===== src/hdl/spc_pkg.sv =====
// constants and types shared by the port conditioning block
package spc_pkg;

    localparam int SPC_MAX_CH  = 16;
    localparam int SPC_ADR_W   = 32;
    localparam int SPC_DAT_W   = 32;
    localparam int SPC_SEL_W   = 4;
    localparam int SPC_TAG_W   = 3;

    localparam logic SPC_PULL_DOWN   = 1'b0;
    localparam logic SPC_PULL_UP     = 1'b1;
    localparam logic SPC_RSTN_ACTIVE = 1'b0;

    // layout of the synchronised input vector
    localparam int SPC_POS_CH   = 0;
    localparam int SPC_POS_RDAT = SPC_POS_CH + SPC_MAX_CH;
    localparam int SPC_POS_ACK  = SPC_POS_RDAT + SPC_DAT_W;
    localparam int SPC_POS_ERR  = SPC_POS_ACK + 1;
    localparam int SPC_POS_SELN = SPC_POS_ERR + 1;
    localparam int SPC_SYNC_W   = SPC_POS_SELN + 1;

    localparam logic [SPC_SYNC_W-1:0] SPC_SYNC_RST = {
        SPC_PULL_UP, SPC_PULL_DOWN, SPC_PULL_DOWN,
        {SPC_DAT_W{SPC_PULL_DOWN}}, {SPC_MAX_CH{SPC_PULL_DOWN}}};

    typedef enum logic [2:0] {
        SPC_IDLE  = 3'b001,
        SPC_BUSY  = 3'b010,
        SPC_DRAIN = 3'b100
    } spc_bus_state_t;

    function automatic logic [SPC_MAX_CH-1:0] spc_chan_mask(input int n);
        logic [SPC_MAX_CH-1:0] m;
        m = '0;
        for (int i = 0; i < SPC_MAX_CH; i++) begin
            m[i] = (i < n);
        end
        return m;
    endfunction : spc_chan_mask

endpackage : spc_pkg


===== src/hdl/spc_sync_if.sv =====
// carrier for synchronised input bits between the sync bank and the top
`timescale 1ns/1ps
interface spc_sync_if #(parameter int WIDTH = 1);
    logic [WIDTH-1:0] data;
    modport src (output data);
    modport dst (input data);
endinterface : spc_sync_if


===== src/hdl/spc_port_top.sv =====
// top-level port conditioning: resets, channel ports, external bus boundary
`timescale 1ns/1ps
module spc_port_top
    import spc_pkg::*;
#(
    parameter int NUM_CH = SPC_MAX_CH
) (
    input  wire logic                  clk,
    input  wire logic                  arst_n,
    input  wire logic                  clkEn,
    input  wire logic                  wdtRstReq,
    input  wire logic                  ocdRstReq,
    output logic                       rstnWdt,
    output logic                       rstnOcd,
    input  wire logic [SPC_MAX_CH-1:0] chOutReq,
    output logic      [SPC_MAX_CH-1:0] chOut,
    input  wire logic [SPC_MAX_CH-1:0] chIn     = {SPC_MAX_CH{SPC_PULL_DOWN}},
    output logic      [SPC_MAX_CH-1:0] chanIn,
    input  wire logic                  extSelN  = SPC_PULL_UP,
    output logic                       extSel,
    input  wire logic                  reqValid,
    input  wire logic                  reqWrite,
    input  wire logic [SPC_ADR_W-1:0]  reqAddr,
    input  wire logic [SPC_DAT_W-1:0]  reqWdata,
    input  wire logic [SPC_SEL_W-1:0]  reqSel,
    input  wire logic [SPC_TAG_W-1:0]  reqTag,
    output logic                       reqReady,
    output logic                       rspValid,
    output logic                       rspErr,
    output logic      [SPC_DAT_W-1:0]  rspData,
    output logic      [SPC_ADR_W-1:0]  xbusAdr,
    output logic      [SPC_DAT_W-1:0]  xbusDat,
    output logic      [SPC_TAG_W-1:0]  xbusTag,
    output logic                       xbusWe,
    output logic      [SPC_SEL_W-1:0]  xbusSel,
    output logic                       xbusStb,
    output logic                       xbusCyc,
    input  wire logic [SPC_DAT_W-1:0]  xbusRdat = {SPC_DAT_W{SPC_PULL_DOWN}},
    input  wire logic                  xbusAck  = SPC_PULL_DOWN,
    input  wire logic                  xbusErr  = SPC_PULL_DOWN
);

    localparam logic [SPC_MAX_CH-1:0] CH_MASK = spc_chan_mask(NUM_CH);

    ////////////////////////////////////////////////////////////////////////////
    // input synchronisation

    spc_sync_if #(.WIDTH(SPC_SYNC_W)) syncBus ();

    // open inputs default to their pull level via port defaults
    spc_sync_bank #(
        .WIDTH   (SPC_SYNC_W),
        .RST_VAL (SPC_SYNC_RST)
    ) u_sync (
        .clk    (clk),
        .arst_n (arst_n),
        .clkEn  (clkEn),
        .din    ({extSelN, xbusErr, xbusAck, xbusRdat, chIn}),
        .q      (syncBus.src)
    );

    logic [SPC_MAX_CH-1:0] chInS;
    logic [SPC_DAT_W-1:0]  rdatS;
    logic                  ackS;
    logic                  errS;
    logic                  selNS;

    assign chInS = syncBus.data[SPC_POS_CH +: SPC_MAX_CH];
    assign rdatS = syncBus.data[SPC_POS_RDAT +: SPC_DAT_W];
    assign ackS  = syncBus.data[SPC_POS_ACK];
    assign errS  = syncBus.data[SPC_POS_ERR];
    assign selNS = syncBus.data[SPC_POS_SELN];

    ////////////////////////////////////////////////////////////////////////////
    // next-state logic

    spc_bus_state_t        state;
    spc_bus_state_t        next_state;
    logic                  next_rstnWdt;
    logic                  next_rstnOcd;
    logic [SPC_MAX_CH-1:0] next_chOut;
    logic [SPC_MAX_CH-1:0] next_chanIn;
    logic                  next_extSel;
    logic                  next_reqReady;
    logic                  next_rspValid;
    logic                  next_rspErr;
    logic [SPC_DAT_W-1:0]  next_rspData;
    logic [SPC_ADR_W-1:0]  next_xbusAdr;
    logic [SPC_DAT_W-1:0]  next_xbusDat;
    logic [SPC_TAG_W-1:0]  next_xbusTag;
    logic                  next_xbusWe;
    logic [SPC_SEL_W-1:0]  next_xbusSel;
    logic                  next_xbusStb;
    logic                  next_xbusCyc;

    always_comb begin
        next_state    = state;
        next_rstnWdt  = rstnWdt;
        next_rstnOcd  = rstnOcd;
        next_chOut    = chOut;
        next_chanIn   = chanIn;
        next_extSel   = extSel;
        next_reqReady = reqReady;
        next_rspValid = rspValid;
        next_rspErr   = rspErr;
        next_rspData  = rspData;
        next_xbusAdr  = xbusAdr;
        next_xbusDat  = xbusDat;
        next_xbusTag  = xbusTag;
        next_xbusWe   = xbusWe;
        next_xbusSel  = xbusSel;
        next_xbusStb  = xbusStb;
        next_xbusCyc  = xbusCyc;
        if (clkEn) begin
            next_rstnWdt  = !wdtRstReq;
            next_rstnOcd  = !ocdRstReq;
            next_chOut    = chOutReq & CH_MASK;
            next_chanIn   = chInS & CH_MASK;
            next_extSel   = !selNS;
            next_rspValid = 1'b0;
            next_xbusStb  = 1'b0;
            case (state)
                SPC_IDLE: begin
                    if (reqValid && reqReady) begin
                        next_xbusAdr  = reqAddr;
                        next_xbusDat  = reqWdata;
                        next_xbusTag  = reqTag;
                        next_xbusWe   = reqWrite;
                        next_xbusSel  = reqSel;
                        next_xbusStb  = 1'b1;
                        next_xbusCyc  = 1'b1;
                        next_reqReady = 1'b0;
                        next_state    = SPC_BUSY;
                    end else begin
                        next_reqReady = 1'b1;
                    end
                end
                SPC_BUSY: begin
                    // cycle stays up until a synchronised answer
                    if (ackS || errS) begin
                        next_xbusCyc  = 1'b0;
                        next_rspValid = 1'b1;
                        next_rspErr   = errS;
                        next_rspData  = rdatS;
                        next_state    = SPC_DRAIN;
                    end
                end
                SPC_DRAIN: begin
                    // a held answer still sits in the synchroniser; wait it out
                    if (!ackS && !errS) begin
                        next_reqReady = 1'b1;
                        next_state    = SPC_IDLE;
                    end
                end
                default: begin
                    next_xbusCyc  = 1'b0;
                    next_reqReady = 1'b0;
                    next_state    = SPC_DRAIN;
                end
            endcase
        end
    end

    ////////////////////////////////////////////////////////////////////////////
    // registers

    always_ff @(posedge clk or negedge arst_n) begin
        if (!arst_n) begin
            state    <= SPC_IDLE;
            rstnWdt  <= SPC_RSTN_ACTIVE;
            rstnOcd  <= SPC_RSTN_ACTIVE;
            chOut    <= '0;
            chanIn   <= '0;
            extSel   <= 1'b0;
            reqReady <= 1'b0;
            rspValid <= 1'b0;
            rspErr   <= 1'b0;
            rspData  <= '0;
            xbusAdr  <= '0;
            xbusDat  <= '0;
            xbusTag  <= '0;
            xbusWe   <= 1'b0;
            xbusSel  <= '0;
            xbusStb  <= 1'b0;
            xbusCyc  <= 1'b0;
        end else begin
            state    <= next_state;
            rstnWdt  <= next_rstnWdt;
            rstnOcd  <= next_rstnOcd;
            chOut    <= next_chOut;
            chanIn   <= next_chanIn;
            extSel   <= next_extSel;
            reqReady <= next_reqReady;
            rspValid <= next_rspValid;
            rspErr   <= next_rspErr;
            rspData  <= next_rspData;
            xbusAdr  <= next_xbusAdr;
            xbusDat  <= next_xbusDat;
            xbusTag  <= next_xbusTag;
            xbusWe   <= next_xbusWe;
            xbusSel  <= next_xbusSel;
            xbusStb  <= next_xbusStb;
            xbusCyc  <= next_xbusCyc;
        end
    end
endmodule : spc_port_top


===== src/hdl/spc_sync_bank.sv =====
// two-stage synchroniser bank with per-bit idle levels
`timescale 1ns/1ps
module spc_sync_bank #(
    parameter int               WIDTH   = 1,
    parameter logic [WIDTH-1:0] RST_VAL = '0
) (
    input  wire logic             clk,
    input  wire logic             arst_n,
    input  wire logic             clkEn,
    input  wire logic [WIDTH-1:0] din,
    spc_sync_if.src               q
);

    logic [WIDTH-1:0] stage1;
    logic [WIDTH-1:0] stage2;
    logic [WIDTH-1:0] next_stage1;
    logic [WIDTH-1:0] next_stage2;

    // stage1 feeds stage2 only, never any logic
    always_comb begin
        next_stage1 = stage1;
        next_stage2 = stage2;
        if (clkEn) begin
            next_stage1 = din;
            next_stage2 = stage1;
        end
    end

    // reset to the idle level so nothing spurious leaves reset
    always_ff @(posedge clk or negedge arst_n) begin
        if (!arst_n) begin
            stage1 <= RST_VAL;
            stage2 <= RST_VAL;
        end else begin
            stage1 <= next_stage1;
            stage2 <= next_stage2;
        end
    end

    assign q.data = stage2;

endmodule : spc_sync_bank


===== config.mk =====
export PLATFORM = sky130hd
export DESIGN_NAME = spc_port_top
export DESIGN_NICKNAME = d
export VERILOG_FILES = /design/src/hdl/spc_pkg.sv /design/src/hdl/spc_sync_if.sv /design/src/hdl/spc_port_top.sv /design/src/hdl/spc_sync_bank.sv
export SDC_FILE = /design/constraint.sdc
export NUM_CORES = 1
export LEC_CHECK = 0
export BUFFER_PORTS_ARGS = -buffer_cell sky130_fd_sc_hd__buf_2
export CAP_MARGIN = 10
export CORE_ASPECT_RATIO = 1.5
export CORE_MARGIN = 2
export CORE_UTILIZATION = 55
export DETAILED_ROUTE_END_ITERATION = 8
export HOLD_SLACK_MARGIN = 0.1
export PLACE_DENSITY = 0.85
export REMOVE_ABC_BUFFERS = 1
export SLEW_MARGIN = 0
export SYNTH_ARGS = -nofsm -noshare
export SYNTH_HDL_FRONTEND = slang
export SYNTH_SLANG_ARGS = --single-unit

===== constraint.sdc =====
create_clock -name clk -period 3.2 [get_ports clk]
set_input_delay 0.32 -clock clk [delete_from_list [all_inputs] [get_ports clk]]
set_output_delay 0.32 -clock clk [all_outputs]
set_load 0.005 [all_outputs]

# After elaboration in Yosys (flattened, before gate mapping)

Cells that the tools add are included.

Flip-flop bits (word level): 249
Word-level logic and storage cells: 54
Output and inout port bits: 144
Input bits: 145

Reductions and logical operators: 13
Muxes and demuxes: 14
Equal/unequal tests: 6
Bitwise gates (word level): 2

Operators with widths:

| cell               | number |
|---|---|
| $mux 3             | 3 |
| $pmux 3 s3         | 1 |
| $reduce_and 3->1   | 3 |
| $mux 1             | 8 |
| $reduce_and 4->1   | 2 |
| $ne 2x2->1 const B | 3 |
| $pmux 1 s3         | 2 |
| $logic_not 1->1    | 5 |
| $eq 3x1->1 const B | 1 |
| $eq 3x2->1 const B | 1 |
| $eq 3x3->1 const B | 1 |
| $logic_and 1x1->1  | 2 |
| $not 1->1          | 2 |
| $logic_or 1x1->1   | 1 |

# Depth between registers and ports, before layout

Gate-level depths: netlist of run 1.

Word-level depth: 4
Depth in mapped cells: 6
Depth with buffers taken out: 3

# Hierarchy

A second synthesis of run 1 with hierarchy kept.

Cell total of the unflattened synthesis: 560
Area total of the unflattened synthesis: 10085.9 µm²

By module, submodules not included:

| module        | cells each | instances | area an instance (µm²) |
|---|---|---|---|
| spc_port_top  | 345        | 1         | 5974.5 |
| spc_sync_bank | 215        | 1         | 4111.4 |

# Worst setup path before layout of run 1

Ideal clock, no wire load.

Path kind: register to register
From: reg state[0]
To: reg xbusAdr[0]
Slack: 1.600 ns
Stages on the path, launching flop included: 6
Arrival: 1.473 ns
Path buffers: 2
Cells stage by stage: dfstp_2 nand2_1 nor4_4 buf_4 buf_6 mux2_1

Cells in the longest elaborated chain, start to end: 2

RTL lines:

| element                    | line                | source |
|---|---|---|
| start: declaration         | spc_port_top.sv:77  | `spc_bus_state_t state;` |
| start signal: assignment   | spc_port_top.sv:187 | `state <= next_state;` |
| $eq 3x1->1                 | spc_port_top.sv:122 | `case (state)` |
| $reduce_and 3->1 (no line) | n/a                 |  |
| end signal: assignment     | spc_port_top.sv:197 | `xbusAdr <= next_xbusAdr;` |
| end: declaration           | spc_port_top.sv:31  | `output logic [SPC_ADR_W-1:0] xbusAdr,` |

No other way between the ends.
A chain may end at the register's enable or synchronous reset.

# Worst setup path in the final report of run 1

From: reg u_sync.stage2[49] (netlist: u_sync.q.data[49])
To: reg rspData[0]

Cells in the longest elaborated chain, start to end: 2

RTL lines:

| element                    | line                | source |
|---|---|---|
| start: declaration         | spc_sync_bank.sv:15 | `logic [WIDTH-1:0] stage2;` |
| start signal: assignment   | spc_sync_bank.sv:36 | `stage2 <= next_stage2;` |
| $logic_or 1x1->1           | spc_port_top.sv:140 | `if (ackS \|\| errS) begin` |
| $reduce_and 3->1 (no line) | n/a                 |  |
| end signal: assignment     | spc_port_top.sv:196 | `rspData <= next_rspData;` |
| end: declaration           | spc_port_top.sv:30  | `output logic [SPC_DAT_W-1:0] rspData,` |

No other way between the ends.

==> flow_summary.toml, run 1 <==
[synthesis]
netlist_top_cells_area = "dfrtp_1, mux2_2, mux2_1, mux2_4, buf_6"
syn_inst = 557
yosysWarnings = 0
ys_seq_area_share_pct = 65.65
avgSynthCellArea_um2 = 17.05
synth-main-ff-cell = "dfrtp_1"
synth_top_area_share_pct = 64.82
yosysUniqueCellTypes = 30
yosys.area.top_type = "dfrtp_1"
synth_edf_count = 0
syn_area_um2 = 9497
async_flop_share_pct = 100.0
synth-seq-cells = 249

[clock_tree]
cts_setup_buffers = 0
clkSinkCount = 249
clockBufferDepth = 3
cts_tree = "built"
clk_pin_slew_ns = 0.07
h-tree-depth = 1
clockRootBuffer = "clkbuf_16"
numCtsBuffers = 23
clk_latency_ns = 0.50

[pwr]
power.density_nw_per_um2 = 639.8
pwr-share-seq_pct = 48.6
netSwitchingPower_mw = 2.185
pwr-share-clk_pct = 32.6
p_leak_nw = 6.807
p_sw_share_pct = 25.71
internal_power_mw = 6.316
comb_power_share_pct = 18.7
power_mw = 8.501
peakVddDrop_mv = 0.5531

[detailed_routing]
ant_nets = 0
num_vias = 6416
drt_iter0_markers = 356
vias_per_cell = 5.281
dr.pass1.iters = 6
routedWlPerCell_um = 19.95
drc = 0
wirelength_um = 24240

[die]
core_um2 = 16840
fp.dieH_um = 164.9
dieArea_um2 = 18360
io_pins = 289
initial_core_util_pct = 56.41
rows = 58
die_w_um = 111.3

[layout]
fin_cells = 1215
n_antenna_cell = 0
drive_above_1_share_pct = 52.34
syn2layout_area_growth_pct = 39.92
fin_nets = 1134

[worst_hold_path]
worst_hold_startpoint = "clkEn"
hp-class = "in2reg"
min_path_cells = 3
hold_end = "state[2]"

[place]
globalplace.congestion = 0.7640
dp_hpwl_um = 13180
io_buffers = 288
dp_cells = 1032

[timing]
layout_min_cycle_time_ns = 2.152
hold_ws_ns = 0.2988
setup_viol = 0
final_min_period_over_clock_period_pct = 67.25
worstMarginPinSlew_ns = 0.9480
finalHoldViolCount = 0
drv_slew = 0
rsz0062_at_grt = "no"
relSlewSlack_pct = 36.56
finClkSkew_ns = 0.01071
fmax_ghz = 0.4647

[global_routing]
grt_max_degree = 107
overflow = 0
grt_pass1_vias = 7107
antenna_found_initial = 0
grt_use_total_pct = 26.36
grt_pass1_wl_um = 38290

[critical_path]
path_max_fanout = 19
r2r_cells = 3
critPathArrivalTime_ns = 2.53
criticalPathCategory = "reg2reg"
reg2reg_to = "rspData[0]"
setup.worst_path.end_class = "flip-flop"
required_ns = 3.58
reg2reg_from = "u_sync.q.data[49]"
r2r_slack_ns = 1.05
start_kind = "flip-flop"

[outcome]
outcome = "complete, no violations"

[run]
drv_cap = 0
-- synth_stat cells (all sizes together), types with 2 or more instances --
cell	instances
dfrtp	246
mux2	238
buf	29
o21ai	7
nand2	6
inv	4
a21o	3
a21oi	3
dfstp	3
nor2	2
nor2b	2
nor4bb	2
-- worst max path at each step --
stage / startpoint / to / slack, ns / cells after the start
floorplan: state[0] / xbusAdr[31] / -0.41 / 3
global placement: clkEn / xbusDat[31] / 1.05 / 5
detailed placement: clkEn / xbusDat[31] / 1.01 / 5
CTS: u_sync.q.data[49] / rspData[0] / 1.02 / 3
global route: u_sync.q.data[49] / rspData[31] / 0.94 / 3
finish: u_sync.q.data[49] / rspData[0] / 1.05 / 3
-- per-stage QoR --
stage / utilization (%) / TNS, ns / setup slack (ns) / instance area, um2
2_1_floorplan: - / -26.53 / -0.4120 / 9304
3_3_place_gp: 65.97 / 0 / 1.046 / 11110
3_5_place_dp: 65.97 / 0 / 1.007 / 11110
4_1_cts: 78.92 / 0 / 1.024 / 13290
5_1_grt: 78.92 / 0 / 0.9399 / 13290
6_report: 78.92 / 0 / 1.048 / 13290
-- sequential cells by signal, indices dropped and copies added (netlist names), 3 cells and up --
| signal | flops |
|---|---|
| state | 3 |
| xbusDat | 32 |
| chOut | 16 |
| rspData | 32 |
| xbusSel | 4 |
| chanIn | 16 |
| u_sync.q.data | 51 |
| xbusTag | 3 |
| xbusAdr | 32 |
| u_sync.stage1 | 51 |
-- what timing repair did --
item / in CTS / in global routing
hold buffers: 142 / 0
resized for setup: 0 / 0
endpoints found under the hold margin: 208 / 0
-- cells in the final DEF, fill, tap and decap left out, drive strengths merged, types with 2 or more instances in the layout --
cell type	netlist	final
clkbuf	0	32
nor4bb	2	2
bufinv	0	3
mux2	238	238
a21oi	3	3
inv	4	4
clkinv	0	6
buf	29	294
nor2b	2	2
nor2	2	2
dlygate4sd3	0	142
nand2	6	6
dfstp	3	3
o21ai	7	7
a21o	3	3
dfrtp	246	246
-- final cells by class --
type / instances / area [um2]
Clock buffer: 32 / 639.4
Clock inverter: 9 / 120.1
Sequential cell: 249 / 6235
Tap cell: 210 / 262.8
Inverter: 4 / 15.01
Timing Repair Buffer: 436 / 2962
Fill cell: 904 / 3548
Multi-Input combinational cell: 275 / 3054
-- power by group through the flow --
stage	registers, mW	clock network, mW	logic [mW]
after global placement	4.10	0	1.34
final	4.13	2.78	1.59
after global routing	4.20	2.97	1.71
after detailed placement	4.13	0	1.39
after CTS	4.08	2.82	1.54
after floorplan	4.13	0	0.573
-- logic make-up (layout without fill, tap and decap cells) --
family,Yosys count,count (layout),share of synthesized area (%)
flops,249,249,65.65
buf+inv,33,481,2.187
compound gates,21,21,1.594
mux,238,238,29.37
simple gates,16,16,1.199
-- metal layers --
layer  wire (um)  vias to the layer above  GRT usage [%]
met2       12600                      292          47.28
met1        8740                     3221          30.55
met3        1928                       72          6.716
met5           0                        -              0
li1            -                     2831              -
met4         968                        0          10.04
-- worst max-delay path: stages, from the launching register on --
cell	delay, ns
dfrtp_1	0.44
o21ai_4	0.78
buf_4	0.42
mux2_2	0.37
Power figures use the tool's default switching activity.
==> inputs of run 2 (changes only) <==
--- a/config.mk
+++ b/config.mk
@@ -9,10 +9,10 @@
 export CAP_MARGIN = 10
 export CORE_ASPECT_RATIO = 1.5
 export CORE_MARGIN = 2
-export CORE_UTILIZATION = 55
+export CORE_UTILIZATION = 51
 export DETAILED_ROUTE_END_ITERATION = 8
 export HOLD_SLACK_MARGIN = 0.1
-export PLACE_DENSITY = 0.85
+export PLACE_DENSITY = 0.79
 export REMOVE_ABC_BUFFERS = 1
 export SLEW_MARGIN = 0
 export SYNTH_ARGS = -nofsm -noshare
==> constraint.sdc (replaced) <==
create_clock -name clk -period 2.2 [get_ports clk]
set_input_delay 0.22 -clock clk [delete_from_list [all_inputs] [get_ports clk]]
set_output_delay 0.22 -clock clk [all_outputs]
set_load 0.005 [all_outputs]
==> run 2 against run 1 <==
Effect of this change:
- critical endpoint is now xbusSel[3]
- power is 41% higher
- sequential share of layout area down 0.26 points
- combinational power grew 43%
- worst setup slack got worse by 0.63 ns
- utilization decreased by 6.3 points
- highest routed layer is now met5
==> flow_summary.toml, run 2 (synthesized netlist as in run 1, its figures left out) <==
[die]
die_w_um = 115.4
fp.dieH_um = 171.1
core_um2 = 18390
dieArea_um2 = 19750
initial_core_util_pct = 51.63
io_pins = 289
rows = 61

[place]
io_buffers = 288
pre_cts_ws_ns = 0.4312
dp_hpwl_um = 13720
globalplace.congestion = 0.7740

[clock_tree]
cts_setup_buffers = 0
clkSinkCount = 249
ctsResizeCount = 0
clk_latency_ns = 0.50
clockRootBuffer = "clkbuf_16"
clk_pin_slew_ns = 0.06
h-tree-depth = 1
clockBufferDepth = 3
hold_buffers = 142
cts_tree = "built"
numCtsBuffers = 23

[critical_path]
path_max_fanout = 55
start_kind = "flip-flop"
required_ns = 2.58
setup.worst_path.end_class = "flip-flop"
criticalPathCategory = "reg2reg"
crit_path_cell_trace = "nand2_1 -> nor4_4 -> buf_12 -> mux2_2"
cp_slowest_cell = "dfstp_2"
worst_path_largest_cell_delay_ns = 0.58
critPathArrivalTime_ns = 2.17

[timing]
setup_viol = 0
finalHoldViolCount = 0
finClkSkew_ns = 0.01348
fmax_ghz = 0.5610
worstMarginPinSlew_ns = 0.5378
layout_min_cycle_time_ns = 1.783
rsz0062_at_grt = "no"
finalSetupTns_ns = 0
relSlewSlack_pct = 64.15
setup_slack_ns = 0.4174
drv_slew = 0
final_min_period_over_clock_period_pct = 81.03

[layout]
nFillCells = 1129
drive_above_1_share_pct = 52.57
seqCellArea_um2 = 6235
mostFrequentLayoutCell = "buf_2"
multiInputGateArea_um2 = 3054
final_cell_mix = "buf_2, dfrtp_1, mux2_2, dlygate4sd3_1, mux2_1"
syn2layout_area_growth_pct = 40.70
fin_nets = 1141

[global_routing]
grt_pass1_vias = 6777
grt_use_total_pct = 22.75
overflow = 0
grt_max_degree = 71
antenna_found_initial = 1
grt_pass1_wl_um = 35130

[detailed_routing]
ant_nets = 0
wirelength_um = 23070
routedWlPerCell_um = 18.27
drt_iter0_markers = 216
drc = 0
dr.pass1.iters = 4
vias_per_cell = 4.969
num_vias = 6276

[pwr]
netSwitchingPower_mw = 3.081
pwr-share-clk_pct = 31.0
internal_power_mw = 8.903
p_leak_nw = 6.822
p_sw_share_pct = 25.71
power.density_nw_per_um2 = 896.9
pwr-share-seq_pct = 49.9
peakVddDrop_mv = 0.6902
comb_power_share_pct = 19.0

[outcome]
outcome = "complete, no violations"

[run]
drv_cap = 0

[worst_hold_path]
hp-class = "in2reg"
## run 2: layer usage
| metal | track usage (%) | wire (um) | vias to the layer above |
|---|---|---|---|
| li1 | - | - | 2847 |
| met1 | 25.74 | 8767 | 3102 |
| met2 | 39.41 | 11410 | 261 |
| met3 | 6.837 | 1950 | 64 |
| met4 | 9.953 | 936 | 2 |
| met5 | 0 | 6 | - |
## run 2: worst max-delay path: cells and delay by family (launching register included)
kind / cells / cell delay, ns
buf+inv: 1 / 0.31
simple gates: 2 / 0.34
mux: 1 / 0.39
flops: 1 / 0.58
## run 2: cell type report
| class | instances | area share [%] |
|---|---|---|
| multi-input cells | 275 | 22.86 |
| diodes | 1 | 0.01873 |
| inverters | 4 | 0.1124 |
| clock buffers | 34 | 4.991 |
| repair buffers | 443 | 22.81 |
| well taps | 252 | 2.360 |
| clock inverters | 5 | 0.1873 |
| flip-flops and latches | 249 | 46.66 |
## run 2: power by group through the flow
stage	clock network, mW	logic, mW	registers, mW
final	3.72	2.28	5.98
after global routing	3.99	2.51	6.08
after CTS	3.79	2.25	5.93
after detailed placement	0	2.04	6.01
after global placement	0	1.97	5.97
after floorplan	0	0.834	6.00
## run 2: final timing paths
check                           startpoint  slack [ns]  cells past startpoint                 to
worst max-delay path              state[0]        0.42                      4         xbusSel[3]
worst min-delay path                 clkEn        0.12                      3           state[2]
worst max register to register    state[0]        0.42                      4         xbusSel[3]
worst min register to register     xbusStb        0.48                      1            xbusStb
max in group asynchronous           arst_n        1.15                      3  u_sync.stage1[28]
min in group asynchronous           arst_n        0.26                      2         xbusSel[2]
## run 2: per-stage QoR
step / cells / hold WS, ns / power [mW] / util [%] / area (um2)
floorplan: 528 / -0.07559 / 6.836 / - / 9304
global placement: 1081 / 0.2181 / 7.939 / 61.14 / 11250
detailed placement: 1081 / 0.2192 / 8.050 / 61.14 / 11250
CTS: 1262 / 0.1049 / 11.97 / 72.63 / 13360
global route: 1263 / 0.1350 / 12.58 / 72.64 / 13360
finish: 1263 / 0.1196 / 11.98 / 72.64 / 13360
==> inputs of run 3 (changes only) <==
--- a/config.mk
+++ b/config.mk
@@ -9,10 +9,10 @@
 export CAP_MARGIN = 10
 export CORE_ASPECT_RATIO = 1.5
 export CORE_MARGIN = 2
-export CORE_UTILIZATION = 51
+export CORE_UTILIZATION = 46
 export DETAILED_ROUTE_END_ITERATION = 8
 export HOLD_SLACK_MARGIN = 0.1
-export PLACE_DENSITY = 0.79
+export PLACE_DENSITY = 0.76
 export REMOVE_ABC_BUFFERS = 1
 export SLEW_MARGIN = 0
 export SYNTH_ARGS = -nofsm -noshare
==> constraint.sdc (replaced) <==
create_clock -name clk -period 1.6 [get_ports clk]
set_input_delay 0.16 -clock clk [delete_from_list [all_inputs] [get_ports clk]]
set_output_delay 0.16 -clock clk [all_outputs]
set_load 0.005 [all_outputs]
==> run 3 against run 2 <==
Effect of this change:
- the flow now finishes with violations (setup timing)
- utilization is 3.4 points lower
- cell count up 3.3%
- maximum frequency increased by 4.2%
- count of clock-buffer cells in the layout fell by 3
- power rose by 49%
- critical path depth increased by 1
- highest routed layer is now met4
- cell area is 5.3% higher
- non-clock buffer count is 24 higher
- register-to-register slack worse by 0.53 ns
==> flow_summary.toml, run 3 (synthesized netlist as in run 1, its figures left out) <==
[pwr]
pwr-share-seq_pct = 46.4
comb_power_share_pct = 19.9
netSwitchingPower_mw = 4.503
pwr-share-clk_pct = 33.7
peakVddDrop_mv = 1.064
p_sw_share_pct = 25.27
power_mw = 17.82
internal_power_mw = 13.32
p_leak_nw = 7.118
power.density_nw_per_um2 = 1266

[die]
die_w_um = 121.3
initial_core_util_pct = 46.69
rows = 64
fp.dieH_um = 180.0
core_um2 = 20340
dieArea_um2 = 21830
io_pins = 289

[global_routing]
overflow = 0
grt_use_total_pct = 20.99
antenna_found_initial = 1
grt_max_degree = 68
grt_pass1_wl_um = 36600
grt_pass1_vias = 6991

[clock_tree]
clk_latency_ns = 0.51
h-tree-depth = 1
clk_pin_slew_ns = 0.07
clockBufferDepth = 3
cts_tree = "built"
clockRootBuffer = "clkbuf_16"
numCtsBuffers = 24
clkSinkCount = 249

[critical_path]
path_max_fanout = 13
criticalPathCategory = "reg2reg"
required_ns = 1.99
setup.worst_path.end_class = "flip-flop"
start_kind = "flip-flop"
critPathArrivalTime_ns = 2.10
r2r_cells = 5

[place]
io_buffers = 288
dp_hpwl_um = 13830
globalplace.congestion = 0.7452
dp_cells = 1110
pre_cts_ws_ns = -0.1345
dpl_cell_area_um2 = 11440

[layout]
fin_nets = 1166
seqCellArea_um2 = 6236
final_cell_mix = "buf_2, dfrtp_1, dlygate4sd3_1, mux2_2, mux2_4"
fin_cells = 1305
design_area_um2 = 14080
nFillCells = 1331
multiInputGateArea_um2 = 3241
drive_above_1_share_pct = 56.30
mostFrequentLayoutCell = "buf_2"
syn2layout_area_growth_pct = 48.22
final_util_pct = 69.21

[timing]
rsz0062_at_grt = "yes"
hold_ws_ns = 0.1584
final_min_period_over_clock_period_pct = 106.9
setup_viol = 86
layout_min_cycle_time_ns = 1.710
finalHoldViolCount = 0
finalSetupTns_ns = -4.884
setup_slack_ns = -0.1104
worstMarginPinSlew_ns = 0.4495
finClkSkew_ns = 0.01067
fmax_ghz = 0.5847
relSlewSlack_pct = 70.03
drv_slew = 0

[detailed_routing]
drt_iter0_markers = 289
wirelength_um = 24370
num_vias = 6434
drc = 0
vias_per_cell = 4.930
dr.pass1.iters = 4
routedWlPerCell_um = 18.68
ant_nets = 0

[outcome]
outcome = "complete, but fails checks"
violations = "setup timing"

[worst_hold_path]
hp-class = "in2async"

[run]
drv_cap = 0
[run 3: changes by cell type in the layout (fill, tap and decap cells not counted), moves of 4 or more]
| cell | previous run | this run |
|---|---|---|
| clkbuf_16 | 23 | 28 |
| buf_6 | 0 | 7 |
| bufinv_16 | 0 | 4 |
| mux2_4 | 29 | 78 |
| buf_4 | 8 | 14 |
| mux2_2 | 162 | 136 |
| mux2_1 | 47 | 24 |
[run 3: metal layers]
layer	track usage, %	vias up	share of wire, %
li1	-	2901	-
met1	23.21	3213	36
met2	38.16	264	54
met3	4.854	56	6.6
met4	8.690	0	3.2
met5	0	-	0
[run 3: final cells by class]
class	instances	area share [%]
clock inverter	13	1.404
inverter	4	0.1067
tap	264	2.347
sequential	249	44.30
antenna	2	0.03556
multi-input combinational	275	23.02
clock buffer	31	4.667
timing repair buffer	467	24.12
[run 3: worst paths after layout]
kind,startpoint,to,slack (ns)
worst max register to register,state[0],xbusAdr[1],-0.11
worst min register to register,xbusAdr[25],xbusAdr[25],0.48
worst min-delay path,arst_n,xbusDat[24],0.16
worst max-delay path,state[0],xbusAdr[1],-0.11
max in group asynchronous,arst_n,u_sync.stage1[50],0.81
min in group clk,ocdRstReq,rstnOcd,0.36
[run 3: power groups by stage]
stage	combinational (mW)	clock (mW)	sequential [mW]
global placement	2.72	0	8.22
CTS	3.21	6.19	8.18
global route	3.84	6.43	8.40
floorplan	1.15	0	8.25
finish	3.55	6.01	8.26
detailed placement	2.84	0	8.27
[run 3: what timing repair did]
item | in CTS | in global routing
endpoints found under the hold margin | 391 | 0
gates resized for setup | 17 | 46
setup buffers | 0 | 1
setup endpoints to repair | 80 | 148
hold buffers | 144 | 0
gates cloned | 1 | 3
pin swaps | 0 | 1
[run 3: worst max-delay path, cell delays in order, from the launching register on]
cell       delay (ns)
dfstp_2          0.58
nand2_2          0.08
nor4_4           0.17
buf_6            0.21
clkbuf_16        0.20
mux2_1           0.35
